File: src/common/adcc_params.svh
// offsets, field positions, reset values and timing counts of the converter control
`ifndef ADCC_PARAMS_SVH
`define ADCC_PARAMS_SVH

// ----------------------------------------------------------------------
// register map: printed offsets, base, and word index on the bus
// ----------------------------------------------------------------------
`define ADCC_BASE_OFFSET 32'h0080_0080
`define ADCC_SIM0_OFFSET 32'h0080_0080
`define ADCC_SIM1_OFFSET 32'h0080_0081
`define ADCC_SCM0_OFFSET 32'h0080_0084
`define ADCC_ADDR_W 3
`define ADCC_SIM0_IDX 3'h0
`define ADCC_SIM1_IDX 3'h1
`define ADCC_SCM0_IDX 3'h4

// ----------------------------------------------------------------------
// single_mode_control fields (D0 is the byte lsb)
// ----------------------------------------------------------------------
`define ADCC_S_HWSRC_BIT 5
`define ADCC_S_TRIG_BIT 4
`define ADCC_S_REQ_BIT 3
`define ADCC_S_DONE_BIT 2
`define ADCC_S_HALT_BIT 1
`define ADCC_S_GO_BIT 0
`define ADCC_SIM0_RESET 8'h04

// ----------------------------------------------------------------------
// single_mode_channel_config fields
// ----------------------------------------------------------------------
`define ADCC_S_FUNC_BIT 7
`define ADCC_S_RATE_BIT 6
`define ADCC_S_CH_MSB 3
`define ADCC_S_CH_LSB 0
`define ADCC_SIM1_RESET 8'h00

// ----------------------------------------------------------------------
// scan_mode_control fields
// ----------------------------------------------------------------------
`define ADCC_C_REPEAT_BIT 6
`define ADCC_C_HWSRC_BIT 5
`define ADCC_C_TRIG_BIT 4
`define ADCC_C_REQ_BIT 3
`define ADCC_C_DONE_BIT 2
`define ADCC_C_HALT_BIT 1
`define ADCC_C_GO_BIT 0
`define ADCC_SCM0_RESET 8'h04

// ----------------------------------------------------------------------
// bus answer timing: cycles of waitrequest before an access completes
// ----------------------------------------------------------------------
`define ADCC_WAIT_CYCLES 1

`endif

File: src/common/adcc_pkg.sv
// types shared by the converter control block
package adcc_pkg;

    // controller state, one-hot
    typedef enum logic [2:0] {
        ADCC_IDLE   = 3'b001,
        ADCC_SINGLE = 3'b010,
        ADCC_SCAN   = 3'b100
    } adcc_state_t;

    // command handed to the conversion core with each start
    typedef struct packed {
        logic [3:0] channel;
        logic compare;
        logic rate;
    } adcc_cmd_t;

    // completion requests towards the interrupt and dma controllers
    typedef struct packed {
        logic irq;
        logic dma;
    } adcc_req_t;

endpackage

File: src/verilog/adcc_ctrl.sv
// single and scan mode control for one successive-approximation converter
`timescale 1ns/1ns
`default_nettype none
`include "adcc_params.svh"

// Operation
// - single trigger bit picks software or event start
// - single event source bit selects event bus three
// - comparator mode ignores event, software start only
// - single completion requests interrupt or dma
// - single done flag: one idle, zero busy
// - forced single stop also sets done flag
// - single stop halts running single only
// - single stop keeps partial value, no store
// - stop beats start in same write
// - stop inside inserted single resumes scan
// - single start bit works under software trigger
// - single start while single runs restarts it
// - single start in scan inserts, then resumes
// - function bit: conversion or comparator
// - rate bit: normal or double speed
// - channel field selects input, reads back
// - scan cycle completion requests interrupt or dma
// - scan done flag: zero busy, one done
// - scan stop bit stops scan, zero ignored
// - scan stop aborts channel, no store
// - continuous scan wraps to first channel
// - scan start queues after single, restarts scan
module adcc_ctrl
    import adcc_pkg::*;
(
    // clock and reset
    input wire logic sys_clk,
    input wire logic nrst,
    // avalon-mm register slave
    input wire logic [`ADCC_ADDR_W-1:0] avs_address,
    input wire logic avs_read,
    input wire logic avs_write,
    input wire logic [31:0] avs_writedata,
    input wire logic [3:0] avs_byteenable,
    output logic [31:0] avs_readdata,
    output logic avs_waitrequest,
    // timer output event bus, line three, one-cycle pulse
    input wire logic evt_bus3,
    // last scan channel, from the scan loop selection outside
    input wire logic [3:0] scan_last_ch,
    // conversion core
    output adcc_cmd_t conv_cmd,
    output logic conv_start,
    output logic conv_abort,
    output logic conv_store,
    input wire logic conv_done,
    // completion requests
    output adcc_req_t done_req
);

    // ------------------------------------------------------------------
    // reset release through two flip-flops
    // ------------------------------------------------------------------
    logic rst_meta_q;
    logic rst_sync_q;
    logic rst_n;

    // async assert, synchronous release so no flop leaves reset mid-edge
    always_ff @(posedge sys_clk or negedge nrst) begin
        if (!nrst) begin
            rst_meta_q <= 1'b0;
            rst_sync_q <= 1'b0;
        end else begin
            rst_meta_q <= 1'b1;
            rst_sync_q <= rst_meta_q;
        end
    end
    assign rst_n = rst_sync_q;

    // ------------------------------------------------------------------
    // bus slave handshake
    // ------------------------------------------------------------------
    logic wait_q;
    logic [31:0] rdata_q;
    logic req;
    logic wr_acc;
    logic [7:0] wdat;

    assign req = avs_read | avs_write;
    // access completes at the edge where waitrequest is seen low
    assign wr_acc = avs_write & !wait_q & avs_byteenable[0];
    assign wdat = avs_writedata[7:0];

    // one wait cycle gives time to register read data from flip-flops
    always_ff @(posedge sys_clk or negedge rst_n) begin
        if (!rst_n) begin
            wait_q <= 1'b1;
        end else if (req && wait_q) begin
            wait_q <= 1'b0;
        end else begin
            wait_q <= 1'b1;
        end
    end

    // ------------------------------------------------------------------
    // software-held control bits
    // ------------------------------------------------------------------
    logic s_hwsrc_q;
    logic s_trig_q;
    logic s_req_q;
    logic s_func_q;
    logic s_rate_q;
    logic [3:0] s_ch_q;
    logic c_repeat_q;
    logic c_hwsrc_q;
    logic c_trig_q;
    logic c_req_q;

    // true when a given register is written this cycle
    function automatic logic hit(input logic [`ADCC_ADDR_W-1:0] idx,
                                 input logic [`ADCC_ADDR_W-1:0] a,
                                 input logic w);
        hit = w && (a == idx);
    endfunction

    // unassigned bits are never stored, so they read zero
    always_ff @(posedge sys_clk or negedge rst_n) begin
        if (!rst_n) begin
            s_hwsrc_q <= 1'b0;
            s_trig_q <= 1'b0;
            s_req_q <= 1'b0;
            s_func_q <= 1'b0;
            s_rate_q <= 1'b0;
            s_ch_q <= 4'h0;
            c_repeat_q <= 1'b0;
            c_hwsrc_q <= 1'b0;
            c_trig_q <= 1'b0;
            c_req_q <= 1'b0;
        end else begin
            if (hit(`ADCC_SIM0_IDX, avs_address, wr_acc)) begin
                s_hwsrc_q <= wdat[`ADCC_S_HWSRC_BIT];
                s_trig_q <= wdat[`ADCC_S_TRIG_BIT];
                s_req_q <= wdat[`ADCC_S_REQ_BIT];
            end
            if (hit(`ADCC_SIM1_IDX, avs_address, wr_acc)) begin
                s_func_q <= wdat[`ADCC_S_FUNC_BIT];
                s_rate_q <= wdat[`ADCC_S_RATE_BIT];
                s_ch_q <= wdat[`ADCC_S_CH_MSB:`ADCC_S_CH_LSB];
            end
            if (hit(`ADCC_SCM0_IDX, avs_address, wr_acc)) begin
                c_repeat_q <= wdat[`ADCC_C_REPEAT_BIT];
                c_hwsrc_q <= wdat[`ADCC_C_HWSRC_BIT];
                c_trig_q <= wdat[`ADCC_C_TRIG_BIT];
                c_req_q <= wdat[`ADCC_C_REQ_BIT];
            end
        end
    end

    // ------------------------------------------------------------------
    // start and stop decode
    // ------------------------------------------------------------------
    logic sim0_wr;
    logic scm0_wr;
    logic s_halt;
    logic s_go;
    logic c_halt;
    logic c_go;

    assign sim0_wr = hit(`ADCC_SIM0_IDX, avs_address, wr_acc);
    assign scm0_wr = hit(`ADCC_SCM0_IDX, avs_address, wr_acc);

    // go and halt exist only in the write cycle
    assign s_halt = sim0_wr & wdat[`ADCC_S_HALT_BIT];
    assign c_halt = scm0_wr & wdat[`ADCC_C_HALT_BIT];

    // a stop in the same write masks the start
    // comparator mode takes only the start bit, never the event;
    // the event needs hardware trigger and source bit set
    assign s_go = !s_halt &&
        ((sim0_wr && wdat[`ADCC_S_GO_BIT] &&
          (!s_trig_q || s_func_q)) ||
         (evt_bus3 && s_trig_q && s_hwsrc_q && !s_func_q));
    assign c_go = !c_halt &&
        ((scm0_wr && wdat[`ADCC_C_GO_BIT] && !c_trig_q) ||
         (evt_bus3 && c_trig_q && c_hwsrc_q));

    // ------------------------------------------------------------------
    // sequencing state
    // ------------------------------------------------------------------
    adcc_state_t state_q;
    logic scan_held_q; // scan suspended under an inserted single
    logic scan_queued_q; // scan waits for the running single
    logic [3:0] scan_ch_q;
    logic s_done_q;
    logic c_done_q;
    logic cyc_end;

    // a scan conversion that finishes the selected loop
    assign cyc_end = (state_q == ADCC_SCAN) && conv_done &&
        (scan_ch_q == scan_last_ch);

    // main sequencer; core restarts on every new start pulse
    always_ff @(posedge sys_clk or negedge rst_n) begin
        if (!rst_n) begin
            state_q <= ADCC_IDLE;
            scan_held_q <= 1'b0;
            scan_queued_q <= 1'b0;
            scan_ch_q <= 4'h0;
        end else begin
            unique case (state_q)
                ADCC_IDLE: begin
                    if (s_go) begin
                        state_q <= ADCC_SINGLE;
                        scan_queued_q <= c_go;
                    end else if (c_go) begin
                        state_q <= ADCC_SCAN;
                        scan_ch_q <= 4'h0;
                    end
                end
                ADCC_SINGLE: begin
                    if (c_halt) begin
                        // scan stop leaves the single running
                        scan_held_q <= 1'b0;
                        scan_queued_q <= 1'b0;
                    end else if (c_go) begin
                        scan_queued_q <= 1'b1;
                        scan_held_q <= 1'b0;
                        scan_ch_q <= 4'h0;
                    end
                    if (s_halt || (conv_done && !s_go)) begin
                        // back to scan, held or queued
                        if ((scan_held_q || scan_queued_q || c_go) &&
                            !c_halt) begin
                            state_q <= ADCC_SCAN;
                            if (scan_queued_q || c_go) begin
                                scan_ch_q <= 4'h0;
                            end
                        end else begin
                            state_q <= ADCC_IDLE;
                        end
                        scan_held_q <= 1'b0;
                        scan_queued_q <= 1'b0;
                    end
                end
                ADCC_SCAN: begin
                    if (c_halt) begin
                        state_q <= ADCC_IDLE;
                    end else if (s_go) begin
                        // channel cancelled, resumed later
                        state_q <= ADCC_SINGLE;
                        scan_held_q <= 1'b1;
                        if (c_go) begin
                            scan_ch_q <= 4'h0;
                        end
                    end else if (c_go) begin
                        scan_ch_q <= 4'h0;
                    end else if (conv_done) begin
                        if (scan_ch_q != scan_last_ch) begin
                            scan_ch_q <= scan_ch_q + 4'h1;
                        end else if (c_repeat_q) begin
                            scan_ch_q <= 4'h0;
                        end else begin
                            state_q <= ADCC_IDLE;
                        end
                    end
                end
            endcase
        end
    end

    // ------------------------------------------------------------------
    // completion flags
    // ------------------------------------------------------------------
    // single flag: cleared by a start, set at the end or the stop
    always_ff @(posedge sys_clk or negedge rst_n) begin
        if (!rst_n) begin
            s_done_q <= 1'b1;
        end else if (state_q == ADCC_SINGLE && s_halt) begin
            s_done_q <= 1'b1;
        end else if (s_go) begin
            s_done_q <= 1'b0;
        end else if (state_q == ADCC_SINGLE && conv_done) begin
            s_done_q <= 1'b1;
        end
    end

    // scan flag: low from start to stop, or to loop end if not continuous
    always_ff @(posedge sys_clk or negedge rst_n) begin
        if (!rst_n) begin
            c_done_q <= 1'b1;
        end else if (c_halt && (state_q == ADCC_SCAN ||
                                scan_held_q || scan_queued_q)) begin
            c_done_q <= 1'b1;
        end else if (c_go) begin
            c_done_q <= 1'b0;
        end else if (cyc_end && !s_go && !c_repeat_q) begin
            c_done_q <= 1'b1;
        end
    end

    // ------------------------------------------------------------------
    // conversion core commands
    // ------------------------------------------------------------------
    logic start_q;
    logic abort_q;
    logic store_q;
    adcc_cmd_t cmd_q;
    logic scan_next;
    logic single_end;

    // a single ending by done or stop hands back to scan
    assign single_end = (state_q == ADCC_SINGLE) && !s_go &&
        (s_halt || conv_done);
    // the scan needs a fresh conversion this cycle
    assign scan_next = !c_halt && !s_go &&
        (((state_q == ADCC_SCAN) &&
          (c_go || (conv_done && (!cyc_end || c_repeat_q)))) ||
         ((state_q == ADCC_IDLE) && c_go) ||
         (single_end && (scan_held_q || scan_queued_q || c_go)));

    // channel of the next scan conversion after a done or a restart
    function automatic logic [3:0] scan_target(input logic restart,
                                               input logic wrap,
                                               input logic [3:0] ch);
        if (restart || wrap) begin
            scan_target = 4'h0;
        end else begin
            scan_target = ch;
        end
    endfunction

    // start, stop and store pulses; mode and rate follow the source
    always_ff @(posedge sys_clk or negedge rst_n) begin
        if (!rst_n) begin
            start_q <= 1'b0;
            abort_q <= 1'b0;
            store_q <= 1'b0;
            cmd_q <= '0;
        end else begin
            start_q <= s_go || scan_next;
            // stop freezes the partial value, nothing stored
            // a resuming scan start cancels the core itself, no abort
            abort_q <= !scan_next && ((state_q == ADCC_SINGLE && s_halt) ||
                (state_q == ADCC_SCAN && c_halt));
            store_q <= conv_done && ((state_q == ADCC_SINGLE && !s_halt) ||
                (state_q == ADCC_SCAN && !c_halt && !s_go && !c_go));
            if (s_go) begin
                // a new start restarts a running single
                cmd_q <= '{channel: s_ch_q, compare: s_func_q,
                           rate: s_rate_q};
            end else if (scan_next) begin
                cmd_q <= '{channel: state_q == ADCC_SCAN && conv_done &&
                                    !c_go
                                ? scan_target(1'b0, cyc_end,
                                              scan_ch_q + 4'h1)
                                : scan_target(c_go || scan_queued_q,
                                              1'b0, scan_ch_q),
                           compare: 1'b0, rate: 1'b0};
            end
        end
    end

    // ------------------------------------------------------------------
    // interrupt or dma request on completion
    // ------------------------------------------------------------------
    adcc_req_t req_q;
    logic s_fin;
    logic c_fin;

    assign s_fin = (state_q == ADCC_SINGLE) && conv_done && !s_halt;
    assign c_fin = cyc_end && !c_halt && !s_go && !c_go;

    // each source routes its own end to one of the two lines
    always_ff @(posedge sys_clk or negedge rst_n) begin
        if (!rst_n) begin
            req_q <= '0;
        end else begin
            req_q.irq <= (s_fin && !s_req_q) ||
                (c_fin && !c_req_q);
            req_q.dma <= (s_fin && s_req_q) || (c_fin && c_req_q);
        end
    end

    // ------------------------------------------------------------------
    // read data
    // ------------------------------------------------------------------
    // captured during the wait cycle so it stands at the answer edge;
    // go and halt read zero, unmapped words read zero
    always_ff @(posedge sys_clk or negedge rst_n) begin
        if (!rst_n) begin
            rdata_q <= 32'h0000_0000;
        end else if (avs_read && wait_q) begin
            unique case (avs_address)
                `ADCC_SIM0_IDX:
                    rdata_q <= {24'h00_0000, 2'b00, s_hwsrc_q, s_trig_q,
                                s_req_q, s_done_q, 2'b00};
                `ADCC_SIM1_IDX:
                    rdata_q <= {24'h00_0000, s_func_q, s_rate_q, 2'b00,
                                s_ch_q};
                `ADCC_SCM0_IDX:
                    rdata_q <= {24'h00_0000, 1'b0, c_repeat_q, c_hwsrc_q,
                                c_trig_q, c_req_q, c_done_q, 2'b00};
                default:
                    rdata_q <= 32'h0000_0000;
            endcase
        end
    end

    // ------------------------------------------------------------------
    // outputs, all from flip-flops
    // ------------------------------------------------------------------
    assign avs_readdata = rdata_q;
    assign avs_waitrequest = wait_q;
    assign conv_cmd = cmd_q;
    assign conv_start = start_q;
    assign conv_abort = abort_q;
    assign conv_store = store_q;
    assign done_req = req_q;

endmodule
`default_nettype wire
File: config.mk
export PLATFORM = sky130hd
export DESIGN_NAME = adcc_ctrl
export DESIGN_NICKNAME = d
export VERILOG_FILES = /design/src/common/adcc_pkg.sv /design/src/verilog/adcc_ctrl.sv
export VERILOG_INCLUDE_DIRS = /design/src /design/src/common
export SDC_FILE = /design/constraint.sdc
export NUM_CORES = 1
export LEC_CHECK = 0
export BUFFER_PORTS_ARGS = -buffer_cell sky130_fd_sc_hd__buf_2
export CORE_UTILIZATION = 35
export CTS_CLUSTER_DIAMETER = 100
export DETAILED_ROUTE_END_ITERATION = 8
export HOLD_SLACK_MARGIN = 0.1
export PLACE_DENSITY = 0.62
export SYNTH_ARGS = -nofsm -noshare
export SYNTH_HDL_FRONTEND = slang
export SYNTH_SLANG_ARGS = --single-unit
File: constraint.sdc
create_clock -name sys_clk -period 1.2 [get_ports sys_clk]
set_input_delay 0.12 -clock sys_clk [delete_from_list [all_inputs] [get_ports sys_clk]]
set_output_delay 0.12 -clock sys_clk [all_outputs]
set_load 0.01 [all_outputs]
# Word level (Yosys, flattened, before mapping)
# Index checks and enable logic that the tools add are counted.
[word_totals] ff_bits=70 in_bits=49
[op_classes] add_sub_neg=1 eq_ne=20 muxes=48 bitwise=5 n_reduce_logical=91
[op_table] op="$mux W4" n=15
[op_table] op="$logic_and A1 B1 Y1" n=49
[op_table] op="$mux W3" n=10
[op_table] op="$ne A4 B4 Y1 const B" n=6
[op_table] op="$pmux W8 S3" n=1
[op_table] op="$logic_or A1 B1 Y1" n=19
[op_table] op="$mux W1" n=16
[op_table] op="$logic_not A1 Y1" n=13
[op_table] op="$mux W6" n=2
[op_table] op="$pmux W4 S3" n=1
[op_table] op="$ne A2 B2 Y1 const B" n=5
[op_table] op="$pmux W3 S3" n=1
[op_table] op="$reduce_and A4 Y1" n=2
[op_table] op="$eq A3 B1 Y1 const B" n=2
[op_table] op="$eq A3 B3 Y1 const B" n=2
[op_table] op="$reduce_and A6 Y1" n=1
[op_table] op="$reduce_bool A2 Y1" n=3
[op_table] op="$reduce_bool A3 Y1" n=2
[op_table] op="$ne A5 B5 Y1 const B" n=1
[op_table] op="$add A4 B1 Y4 const B" n=1
[op_table] op="$and A1 B1 Y1" n=4
[op_table] op="$eq A4 B4 Y1" n=1
[op_table] op="$ne A4 B4 Y1" n=1
[op_table] op="$pmux W1 S2" n=2
[op_table] op="other kinds (5)" n=5

# Depth between registers and ports, before layout
# Gate-level depths: netlist of the first run.
[depth] depth_word=16 mapped_depth=9 mapped_depth_nobuf=6

# Least setup slack after synthesis of the first run
# OpenSTA, ideal clock, no wires.
[synth_timing] kind="flip-flop to flip-flop" start="register wait_q (netlist: avs_waitrequest)" end="register cmd_q (netlist bit conv_cmd[5])" arrival_time_ns=2.131 path_slack_ns=-1.013 path_stages_with_launch=8 period_less_slack_ns=2.213 cell_sequence="dfstp_2 -> and4bb_4 -> and4_4 -> o41ai_4 -> a222oi_1 -> buf_2 -> or3_1 -> a31oi_1"
[synth_via] elab_chain_cells=15 word_cells_on_any_way=38
[synth_rtl] item="start: declaration" line_no="adcc_ctrl.sv:79" rtl="logic wait_q;"
[synth_rtl] item="start signal: assignment" line_no="adcc_ctrl.sv:93" rtl="wait_q <= 1'b1;"
[synth_rtl] item="start signal: assignment" line_no="adcc_ctrl.sv:95" rtl="wait_q <= 1'b0;"
[synth_rtl] item="start signal: assignment" line_no="adcc_ctrl.sv:97" rtl="wait_q <= 1'b1;"
[synth_rtl] item="$logic_not A1 Y1 *" line_no="adcc_ctrl.sv:87" rtl="assign wr_acc = avs_write & !wait_q & avs_byteenable[0];"
[synth_rtl] item="$and A1 B1 Y1 * (2 in series)" line_no="adcc_ctrl.sv:87"
[synth_rtl] item="$logic_and A1 B1 Y1" line_no="adcc_ctrl.sv:119" rtl="hit = w && (a == idx);"
[synth_rtl] item="$logic_and A1 B1 Y1 (2 in series)" line_no="adcc_ctrl.sv:176" rtl="((sim0_wr && wdat[`ADCC_S_GO_BIT] &&"
[synth_rtl] item="$logic_or A1 B1 Y1" line_no="adcc_ctrl.sv:176"
[synth_rtl] item="$logic_and A1 B1 Y1" line_no="adcc_ctrl.sv:175" rtl="assign s_go = !s_halt &&"
[synth_rtl] item="$logic_not A1 Y1" line_no="adcc_ctrl.sv:308, adcc_ctrl.sv:311"
[synth_rtl] item="$logic_and A1 B1 Y1 (2 in series)" line_no="adcc_ctrl.sv:308" rtl="assign single_end = (state_q == ADCC_SINGLE) && !s_go &&"
[synth_rtl] item="$logic_and A1 B1 Y1" line_no="adcc_ctrl.sv:315" rtl="(single_end && (scan_held_q || scan_queued_q || c_go)));"
[synth_rtl] item="$logic_or A1 B1 Y1" line_no="adcc_ctrl.sv:314" rtl="((state_q == ADCC_IDLE) && c_go) ||"
[synth_rtl] item="$logic_and A1 B1 Y1" line_no="adcc_ctrl.sv:311" rtl="assign scan_next = !c_halt && !s_go &&"
[synth_rtl] item="$reduce_bool A2 Y1 (no source line)"
[synth_rtl] item="end signal: assignment" line_no="adcc_ctrl.sv:345" rtl="cmd_q <= '{channel: s_ch_q, compare: s_func_q,"
[synth_rtl] item="end signal: assignment" line_no="adcc_ctrl.sv:348" rtl="cmd_q <= '{channel: state_q == ADCC_SCAN && conv_done &&"
[synth_rtl] item="end: declaration" line_no="adcc_ctrl.sv:303" rtl="adcc_cmd_t cmd_q;"
# Every way passes the cells marked *; elsewhere a longest branch is shown, timed or not. The select of a mux whose other input is x is not followed.
# A chain may end at the register's enable or synchronous reset.

# Final worst setup path of the first run
[layout_timing] start="register wait_q (netlist: avs_waitrequest)" end="register scan_ch_q[2]"
[layout_via] elab_chain_cells=14 word_cells_on_any_way=38
[layout_rtl] item="$logic_not A1 Y1 *" line_no="adcc_ctrl.sv:87"
[layout_rtl] item="$and A1 B1 Y1 * (2 in series)" line_no="adcc_ctrl.sv:87"
[layout_rtl] item="$logic_and A1 B1 Y1" line_no="adcc_ctrl.sv:119"
[layout_rtl] item="$logic_and A1 B1 Y1 (2 in series)" line_no="adcc_ctrl.sv:180" rtl="((scm0_wr && wdat[`ADCC_C_GO_BIT] && !c_trig_q) ||"
[layout_rtl] item="$logic_or A1 B1 Y1" line_no="adcc_ctrl.sv:180"
[layout_rtl] item="$logic_and A1 B1 Y1" line_no="adcc_ctrl.sv:179" rtl="assign c_go = !c_halt &&"
[layout_rtl] item="$mux W4"
[layout_rtl] item="$mux W4" line_no="adcc_ctrl.sv:217" rtl="if (c_halt) begin"
[layout_rtl] item="$mux W4" line_no="adcc_ctrl.sv:231" rtl="if (scan_queued_q || c_go) begin"
[layout_rtl] item="$mux W4" line_no="adcc_ctrl.sv:228" rtl="if ((scan_held_q || scan_queued_q || c_go) &&"
[layout_rtl] item="$mux W4" line_no="adcc_ctrl.sv:226" rtl="if (s_halt || (conv_done && !s_go)) begin"
[layout_rtl] item="$pmux W4 S3" line_no="adcc_ctrl.sv:206" rtl="unique case (state_q)"
[layout_rtl] item="end signal: assignment" line_no="adcc_ctrl.sv:255" rtl="scan_ch_q <= scan_ch_q + 4'h1;"
[layout_rtl] item="end: declaration" line_no="adcc_ctrl.sv:189" rtl="logic [3:0] scan_ch_q;"
# Marks and branches as above.

==> qor.yml, run 1 <==
status: "finished, violations left"
violations: "negative setup slack"
hp-class: "in2async"
cts_sinks: 46
wl_per_cell_um: 16.3
crit_path_start_kind: "flop"
maxCapViolations: 0
grt_max_degree: 29
vias: 2671
synth_area_um2: 2690
first_global_vias: 2782
fin_setup_tns_ns: -20.99
syn_inst: 277
p_leak_uw: 0.00206
post-place-ws_ns: -0.835
numCtsBuffers: 5
fin_ws_ns: -0.836
overflow: 0
synthDistinctLibCells: 65
final_cell_mix: "buf_4, dfrtp_1, buf_2, conb_1, nand2_1"
fp.dieW_um: 89.6
drc: 0
die_h_um: 89.6
synth_edf_count: 0
ioPinCount: 93
track_usage_pct: 22.4
yosysSeqAreaShare_pct: 43.0
area_growth_pct: 60.1
ys.flop_type: "dfrtp_1"
port_buffers: 41
synth_top_area_share_pct: 39.1
hpwl_um: 5890
root_buffer: "clkbuf_8"
crit_path_end_kind: "flop"
totalWireLength_um: 8500
powerDensity_nw_per_um2: 1510
clock_path_buffers: 2
antenna_found_initial: 0
firstDrtPassIters: 5
yosysWarningCount: 0
grt_pass1_wl_um: 13400
ir_worst_vdd_uv: 688
max_freq_mhz: 491
fin_skew_ns: 0.00906
drv_slew: 0
dieArea_um2: 8030
whs_ns: 0.105
period_needed_ns: 2.04
cp_max_fo: 5
path_class: "reg2reg"
htreeDepth: 2
gp_congestion: 0.920
netlist.top_cell.by_area: "dfrtp_1"
synth-async-reset-ratio_pct: 100
cts_tree: "done"
antennaDiodeCount: 0
setup_viol: 36
p_total_uw: 6520
hold_viol: 0
synth.top_cells.by_area: "dfrtp_1, buf_4, mux2_2"
ant_nets: 0
clkLatencyLatePin_ns: 0.32
core_um2: 7330
worstPathArrival_ns: 2.28
drt_iter0_drc: 144
worstPathRequired_ns: 1.44
drive_gt1_share_pct: 52.6
synth.ff_latch_count: 46
initial_core_util_pct: 36.7
final_net_count: 471
vias_per_cell: 5.13
rsz0062_at_grt: "yes"
avgSynthCellArea_um2: 9.70
rows: 31
clk_pin_slew_worst_paths_ns: 0.10
mostFrequentLayoutCell: "buf_4"
period_share_pct: 170
area by class of cell:
type | count | area (um^2)
clock inverter | 3 | 28.8
clock buffer | 5 | 68.8
inverter | 4 | 15.0
fill | 583 | 3030
multi-input combinational | 216 | 1730
sequential | 46 | 1160
tap | 99 | 124
timing repair buffer | 148 | 1180
state kept, by name, indices dropped and copies added, names as in the netlist, 2 cells and up:
signal,count
s_ch_q,4
conv_cmd,6
done_req,2
state_q,3
scan_ch_q,4
avs_readdata,8
cell usage after synthesis, drive strengths merged (4+ instances only):
library cell,count
nand2,29
dfrtp,42
xnor2,4
nor3b,4
a21oi,9
o21ai,23
buf,28
a31oi,9
nor2b,4
nor2,22
a22o,7
inv,4
mux2,13
clkbuf,6
dfstp,4
nor3,6
repair_timing:
item	in CTS	in global routing
setup buffers	15	10
gates resized for setup	52	35
endpoints found under the hold margin	14	0
cloned	0	1
hold buffers	9	0
setup endpoints to repair	44	44
pin swaps	23	19
final timing paths:
| kind | from | end | slack, ns | cells past startpoint |
|---|---|---|---|---|
| min in group sys_clk | avs_writedata[0] | s_ch_q[0]$_DFFE_PN0P_ | 0.16 | 2 |
| max | avs_waitrequest$_DFF_PN1_ | scan_ch_q[2]$_DFFE_PN0P_ | -0.84 | 8 |
| max reg2reg | avs_waitrequest$_DFF_PN1_ | scan_ch_q[2]$_DFFE_PN0P_ | -0.84 | 8 |
| max in group asynchronous | rst_n$_DFF_PN0_ | c_done_q$_DFFE_PN1P_ | 0.71 | 1 |
| min reg2reg | rst_n$_DFF_PN0_ | s_trig_q$_DFFE_PN0N_ | 0.23 | 1 |
| min | nrst | rst_n$_DFF_PN0_ | 0.10 | 2 |
layer usage:
metal	GRT usage, %	share of wire [%]	vias to the layer above
met5	0	0	-
met2	37.7	50	84
met3	4.30	4.1	26
met4	10.8	3.2	0
met1	27.5	43	1302
li1	-	-	1259
stage by stage:
| stage | area (um^2) | utilization [%] | std cells |
|---|---|---|---|
| global route | 4300 | 58.7 | 521 |
| detailed placement | 3580 | 48.8 | 483 |
| floorplan | 2900 | - | 300 |
| finish | 4300 | 58.7 | 521 |
| CTS | 4110 | 56.0 | 515 |
| global placement | 3580 | 48.8 | 483 |
cell families (layout without fill, tap and decap cells):
kind of cell | count (synthesis) | after routing | share of synthesized area (%)
buffers and inverters | 38 | 160 | 9.17
adders and majority gates | 1 | 1 | 0.465
and+or+nand+nor | 91 | 91 | 18.1
muxes | 15 | 15 | 6.19
AOI/OAI and AO/OA | 80 | 80 | 21.5
other | 2 | 25 | 0.279
xor gates and xnor gates | 4 | 4 | 1.30
DFF | 46 | 46 | 43.0
report_power, final:
part	internal, uW	total (uW)	switching (uW)
Combinational	1730	3300	1560
Clock	437	1070	637
Sequential	1920	2150	230
critical path: stages (launching register included):
cell and delay, ns:
dfstp_2 0.56, and4bb_4 0.23, a41oi_4 0.31, buf_6 0.16, buf_6 0.11, o2111ai_4 0.13, a31oi_4 0.24, a21oi_2 0.09
a21oi_2 0.12
Power figures use the tool's default switching activity.
==> run 2: changes to the inputs <==
RECOVER_POWER = 100   (was unset)
==> run 2 against run 1 <==
Effect of this change: the flow still finishes with violations (negative setup slack); global-route usage stayed put; sequential share of layout area is 0.18 points higher; final area is 0.78% lower; critical endpoint unchanged; largest cell class unchanged.
==> qor.yml, run 2 (synthesis results as in run 1) <==
core_um2: 7330  # unchanged
final_core_util_pct: 58.3  # was 58.7%
initial_core_util_pct: 36.7  # unchanged
largest_register_ff_count: 8  # unchanged
cp_max_fo: 5  # unchanged
vias: 2671  # unchanged
gp_congestion: 0.920  # unchanged
p_total_uw: 6500  # was 6520 uW
htreeDepth: 2  # unchanged
powerDensity_nw_per_um2: 1520  # was 1510 nW/um^2
maxCapViolations: 0  # unchanged
highest_layer: "met4"  # unchanged
hpwl_um: 5890  # unchanged
status: "finished, violations left"  # unchanged
sw_frac_of_total_pct: 37.3  # about the same
drc: 0  # unchanged
m1WireLength_um: 3610  # was 3640 um
setup_viol: 36  # unchanged
tightestPinTransition_ns: 0.893
max-slew-margin-rel_pct: 40.5
p_leak_uw: 0.00205  # was 0.00206 uW
combPwrFrac_pct: 50.5  # was 50.6%
ioPinCount: 93  # unchanged
fp.dieW_um: 89.6  # unchanged
cts_sinks: 46  # unchanged
root_buffer: "clkbuf_8"  # unchanged
track_usage_pct: 22.4  # unchanged
wl_per_cell_um: 16.4  # was 16.3 um
rows: 31  # unchanged
firstDrtPassIters: 4  # was 5
worstPathArrival_ns: 2.28  # about the same
numCtsBuffers: 5  # unchanged
wl_met3_um: 382  # was 347 um
power.internal_uw: 4080  # was 4090 uW
dieArea_um2: 8030  # unchanged
die_h_um: 89.6  # unchanged
hp-class: "in2async"  # unchanged
final_net_count: 471  # unchanged
period_needed_ns: 2.04  # about the same
totalWireLength_um: 8520  # was 8500 um
antenna_found_initial: 0  # unchanged
drv_slew: 0  # unchanged
fin_skew_ns: 0.00968  # was 0.00906 ns
p_sw_uw: 2430  # about the same
ir_worst_vdd_uv: 687  # was 688 uV
rsz0062_at_grt: "yes"  # unchanged
cts_tree: "done"  # unchanged
first_global_vias: 2782  # unchanged
whs_ns: 0.109  # was 0.105 ns
port_buffers: 41  # unchanged
pwr-share-seq_pct: 33.0  # about the same
drive_gt1_share_pct: 51.9  # was 52.6%
area_growth_pct: 58.9  # was 60.1%
worstPathRequired_ns: 1.44  # about the same
dr_wl_met2_um: 4250  # unchanged
final_cell_mix: "buf_4, dfrtp_1, buf_2, conb_1, nand2_1"  # unchanged
antennaDiodeCount: 0  # unchanged
grt_max_degree: 29  # unchanged
vias_per_cell: 5.13  # unchanged
clk_pin_slew_worst_paths_ns: 0.10  # about the same
mostFrequentLayoutCell: "buf_4"  # unchanged
period_share_pct: 170  # about the same
grt_pass1_wl_um: 13400  # unchanged
crit_path_end_kind: "flop"  # unchanged
clock_path_buffers: 2  # unchanged
overflow: 0  # unchanged
crit_path_start_kind: "flop"  # unchanged
hold_viol: 0  # unchanged
violations: "negative setup slack"  # unchanged
max_freq_mhz: 491  # about the same
clock_power_share_pct: 16.5  # about the same
clkLatencyLatePin_ns: 0.32  # about the same
path_class: "reg2reg"  # unchanged
drt_iter0_drc: 141  # was 144
fin_ws_ns: -0.836  # about the same
ant_nets: 0  # unchanged
==> run 2: cell types whose count changed in the layout (fill, tap and decap cells not counted), sizes merged <==
cell,before,now
clkbuf,6,9
buf,138,135
==> run 2: power by group through the flow <==
stage / clock network (uW) / registers (uW) / logic, uW
global placement: 0 / 2160 / 2560
detailed placement: 0 / 2170 / 2590
floorplan: 0 / 2240 / 1440
CTS: 1080 / 2140 / 2950
global route: 1160 / 2190 / 3540
finish: 1070 / 2150 / 3280
==> run 2: worst max-delay path: stages (launching register included) <==
cell	delay, ns
dfstp_2	0.57
and4bb_4	0.23
a41oi_4	0.31
buf_6	0.16
buf_6	0.11
o2111ai_4	0.13
a31oi_4	0.24
a21oi_2	0.09
a21oi_2	0.12
==> run 2: timing repair <==
item / CTS / global route
endpoints found under the setup margin: 44 / 44
setup buffers: 15 / 10
hold buffers: 9 / 0
resized for setup: 52 / 35
gates cloned: 0 / 1
pin swaps: 23 / 19
hold endpoints to repair: 14 / 0
==> run 2: per-layer routing <==
metal	GRT usage, %	up-vias
li1	-	1261
met1	27.5	1298
met2	37.7	85
met3	4.30	27
met4	10.8	0
met5	0	-
==> run 2: stage by stage <==
stage               instances  worst slack (ns)  TNS (ns)  instance area (um^2)
floorplan                 300            -0.865    -17.45                  2900
global placement          483            -0.804    -19.81                  3580
detailed placement        483            -0.835    -20.45                  3580
CTS                       515            -0.828    -19.24                  4110
global route              521            -0.953    -23.85                  4270
finish                    521            -0.836    -21.13                  4270
==> run 2: final timing paths <==
kind                                      startpoint                       end  slack, ns  cells past startpoint
setup / recovery           avs_waitrequest$_DFF_PN1_  scan_ch_q[2]$_DFFE_PN0P_      -0.84                      8
hold / removal                                  nrst      rst_meta_q$_DFF_PN0_       0.11                      2
setup reg to reg           avs_waitrequest$_DFF_PN1_  scan_ch_q[2]$_DFFE_PN0P_      -0.84                      8
hold reg to reg                 rst_meta_q$_DFF_PN0_           rst_n$_DFF_PN0_       0.37                      0
max in group asynchronous            rst_n$_DFF_PN0_    state_q[1]$_DFFE_PN0P_       0.14                      1
min in group sys_clk                avs_writedata[0]     s_ch_q[0]$_DFFE_PN0P_       0.15                      2
==> run 2: cell type report <==
class	instances	area, um^2
clock inverter	3	28.8
sequential	46	1160
tap	99	124
timing repair buffer	148	1150
inverter	4	15.0
fill	589	3060
clock buffer	5	68.8
multi-input combinational	216	1730
==> run 3: changes to the inputs <==
CORE_ASPECT_RATIO = 1.1   (was unset)
CORE_UTILIZATION = 45   (was 35)
PLACE_DENSITY = 0.76   (was 0.62)
==> run 3 against run 2 <==
Effect of this change: first-iteration DRC count rose by 70%; maximum frequency fell by 3.5%; critical path type unchanged; core utilization rose by 17 points; cell count fell by 2.1%; final area rose by 1.3%; highest routed layer unchanged; clock skew fell by 0.0029 ns; the run still ends with negative setup slack left; global-route usage rose by 6.1 points; critical path depth did not move; sequential share of layout area fell by 0.32 points; combinational power rose by 4%; clock power rose by 12%.
==> qor.yml, run 3 (synthesis results as in run 1) <==
antennaDiodeCount: 0  # unchanged
port_buffers: 41  # unchanged
numCtsBuffers: 5  # unchanged
cp_max_fo: 5  # unchanged
wl_per_cell_um: 19.0  # was 16.4 um
max_freq_mhz: 474  # was 491 MHz
hp-class: "in2async"  # unchanged
area_growth_pct: 61.0  # was 58.9%
grt_max_degree: 45  # was 29
first_global_vias: 2731  # was 2782
drt_iter0_drc: 239  # was 141
r2r_start: "avs_waitrequest$_DFF_PN1_"  # unchanged
crit_path_end_kind: "flop"  # unchanged
cts_sinks: 46  # unchanged
status: "finished, violations left"  # unchanged
worstPathArrival_ns: 2.36  # was 2.28 ns
ioPinCount: 93  # unchanged
path_class: "reg2reg"  # unchanged
ant_nets: 0  # unchanged
die_h_um: 83.1  # was 89.6 um
dieArea_um2: 6290  # was 8030 um^2
final_net_count: 482  # was 471
violations: "negative setup slack"  # unchanged
drive_gt1_share_pct: 50.3  # was 51.9%
vias_per_cell: 5.81  # was 5.13
fp.dieW_um: 75.7  # was 89.6 um
ir_worst_vdd_uv: 766  # was 687 uV
ff2ff_path_depth: 8  # unchanged
startpoint: "avs_waitrequest$_DFF_PN1_"  # unchanged
period_share_pct: 176  # was 170%
p_leak_uw: 0.00204  # was 0.00205 uW
mostFrequentLayoutCell: "buf_4"  # unchanged
crit_path_end: "conv_cmd[3]$_DFFE_PN0P_"  # was scan_ch_q[2]$_DFFE_PN0P_
period_needed_ns: 2.11  # was 2.04 ns
grt_pass1_wl_um: 13400  # about the same
cts_tree: "done"  # unchanged
clkLatencyLatePin_ns: 0.31  # was 0.32 ns
rsz0062_at_grt: "yes"  # unchanged
clk_pin_slew_worst_paths_ns: 0.09  # was 0.10 ns
vias: 2964  # was 2671
hpwl_um: 5820  # was 5890 um
fin_ws_ns: -0.910  # was -0.836 ns
final_core_util_pct: 75.0  # was 58.3%
antenna_found_initial: 0  # unchanged
setup_viol: 44  # was 36
gp_congestion: 0.917  # was 0.920
overflow: 0  # unchanged
tightestPinTransition_ns: 0.610  # was 0.893 ns
core_um2: 5770  # was 7330 um^2
fin_setup_tns_ns: -24.87  # was -21.13 ns
final_cell_mix: "buf_4, dfrtp_1, buf_6, conb_1, nand2_1"  # was buf_4, dfrtp_1, buf_2, conb_1, nand2_1
drc: 0  # unchanged
track_usage_pct: 28.5  # was 22.4%
rows: 29  # was 31
largest_register_ff_count: 8  # unchanged
max-slew-margin-rel_pct: 59.3  # was 40.5%
firstDrtPassIters: 5  # was 4
maxCapViolations: 0  # unchanged
crit_path_start_kind: "flop"  # unchanged
powerDensity_nw_per_um2: 1570  # was 1520 nW/um^2
clock_path_buffers: 2  # unchanged
root_buffer: "clkbuf_8"  # unchanged
drv_slew: 0  # unchanged
totalWireLength_um: 9680  # was 8520 um
worstPathRequired_ns: 1.45  # was 1.44 ns
hold_viol: 0  # unchanged
worstReg2RegEnd: "conv_cmd[3]$_DFFE_PN0P_"  # was scan_ch_q[2]$_DFFE_PN0P_
initial_core_util_pct: 46.6  # was 36.7%
reg2reg_slack_ns: -0.91  # was -0.84 ns
fin_skew_ns: 0.00682  # was 0.00968 ns
htreeDepth: 2  # unchanged
run 3: changes by cell type in the layout (fill, tap and decap cells not counted), moves of 2 or more:
cell	previous run	this run
o21ai_0	12	7
a21oi_2	4	8
nor2_2	4	2
clkbuf_1	2	20
buf_6	20	26
buf_4	73	82
a21oi_1	4	1
nand2_4	2	4
o21ai_1	7	11
buf_2	39	20
run 3: worst max-delay path: stages (launching register included):
cell,delay [ns]
dfstp_2,0.57
and3b_1,0.24
a21oi_2,0.23
o21a_2,0.20
a222oi_1,0.08
buf_4,0.16
buf_6,0.12
o41a_1,0.32
a21oi_2,0.12
run 3: worst min-delay path by stage:
| stage | endpoint | slack [ns] |
|---|---|---|
| floorplan | rst_meta_q$_DFF_PN0_ | -0.18 |
| global placement | rst_meta_q$_DFF_PN0_ | -0.1 |
| detailed placement | rst_meta_q$_DFF_PN0_ | -0.09 |
| CTS | rst_n$_DFF_PN0_ | 0.12 |
| global route | rst_meta_q$_DFF_PN0_ | 0.14 |
| finish | rst_meta_q$_DFF_PN0_ | 0.13 |
run 3: final cells by class:
| class | count | area [um^2] |
|---|---|---|
| multi-input combinational | 216 | 1740 |
| fill | 375 | 1440 |
| timing repair buffer | 159 | 1200 |
| sequential | 46 | 1160 |
| tap | 77 | 96.3 |
| clock buffer | 5 | 68.8 |
| clock inverter | 3 | 43.8 |
| inverter | 4 | 15.0 |
run 3: power breakdown:
part | internal [uW] | total, uW | leakage [uW] | switching [uW]
logic | 1750 | 3400 | 0.00139 | 1660
registers | 1920 | 2180 | 0.000591 | 259
clock network | 625 | 1200 | 0.0000585 | 577
total | 4290 | 6790 | 0.00204 | 2490
run 3: repair_timing:
| action | in CTS | in global routing |
|---|---|---|
| cloned | 0 | 1 |
| setup endpoints to repair | 44 | 44 |
| endpoints found under the hold margin | 13 | 0 |
| resized for setup | 47 | 52 |
| pin swaps | 18 | 20 |
| buffers inserted | 13 | 19 |
| hold buffers | 9 | 0 |
run 3: routing by layer:
metal	routed length (um)	track usage [%]
met5	0	0
met4	500	10.9
met3	634	4.73
met2	4850	46.8
met1	3700	36.5
run 3: per-stage QoR:
| step | area (um^2) | hold WS, ns | cells | power (uW) | setup slack (ns) |
|---|---|---|---|---|---|
| 2_1_floorplan | 2900 | -0.176 | 300 | 3680 | -0.865 |
| 3_3_place_gp | 3580 | -0.0961 | 466 | 4730 | -0.799 |
| 3_5_place_dp | 3580 | -0.0920 | 466 | 4770 | -0.843 |
| 4_1_cts | 4070 | 0.118 | 494 | 6270 | -0.807 |
| 5_1_grt | 4330 | 0.137 | 510 | 7100 | -0.965 |
| 6_report | 4330 | 0.128 | 510 | 6790 | -0.910 |
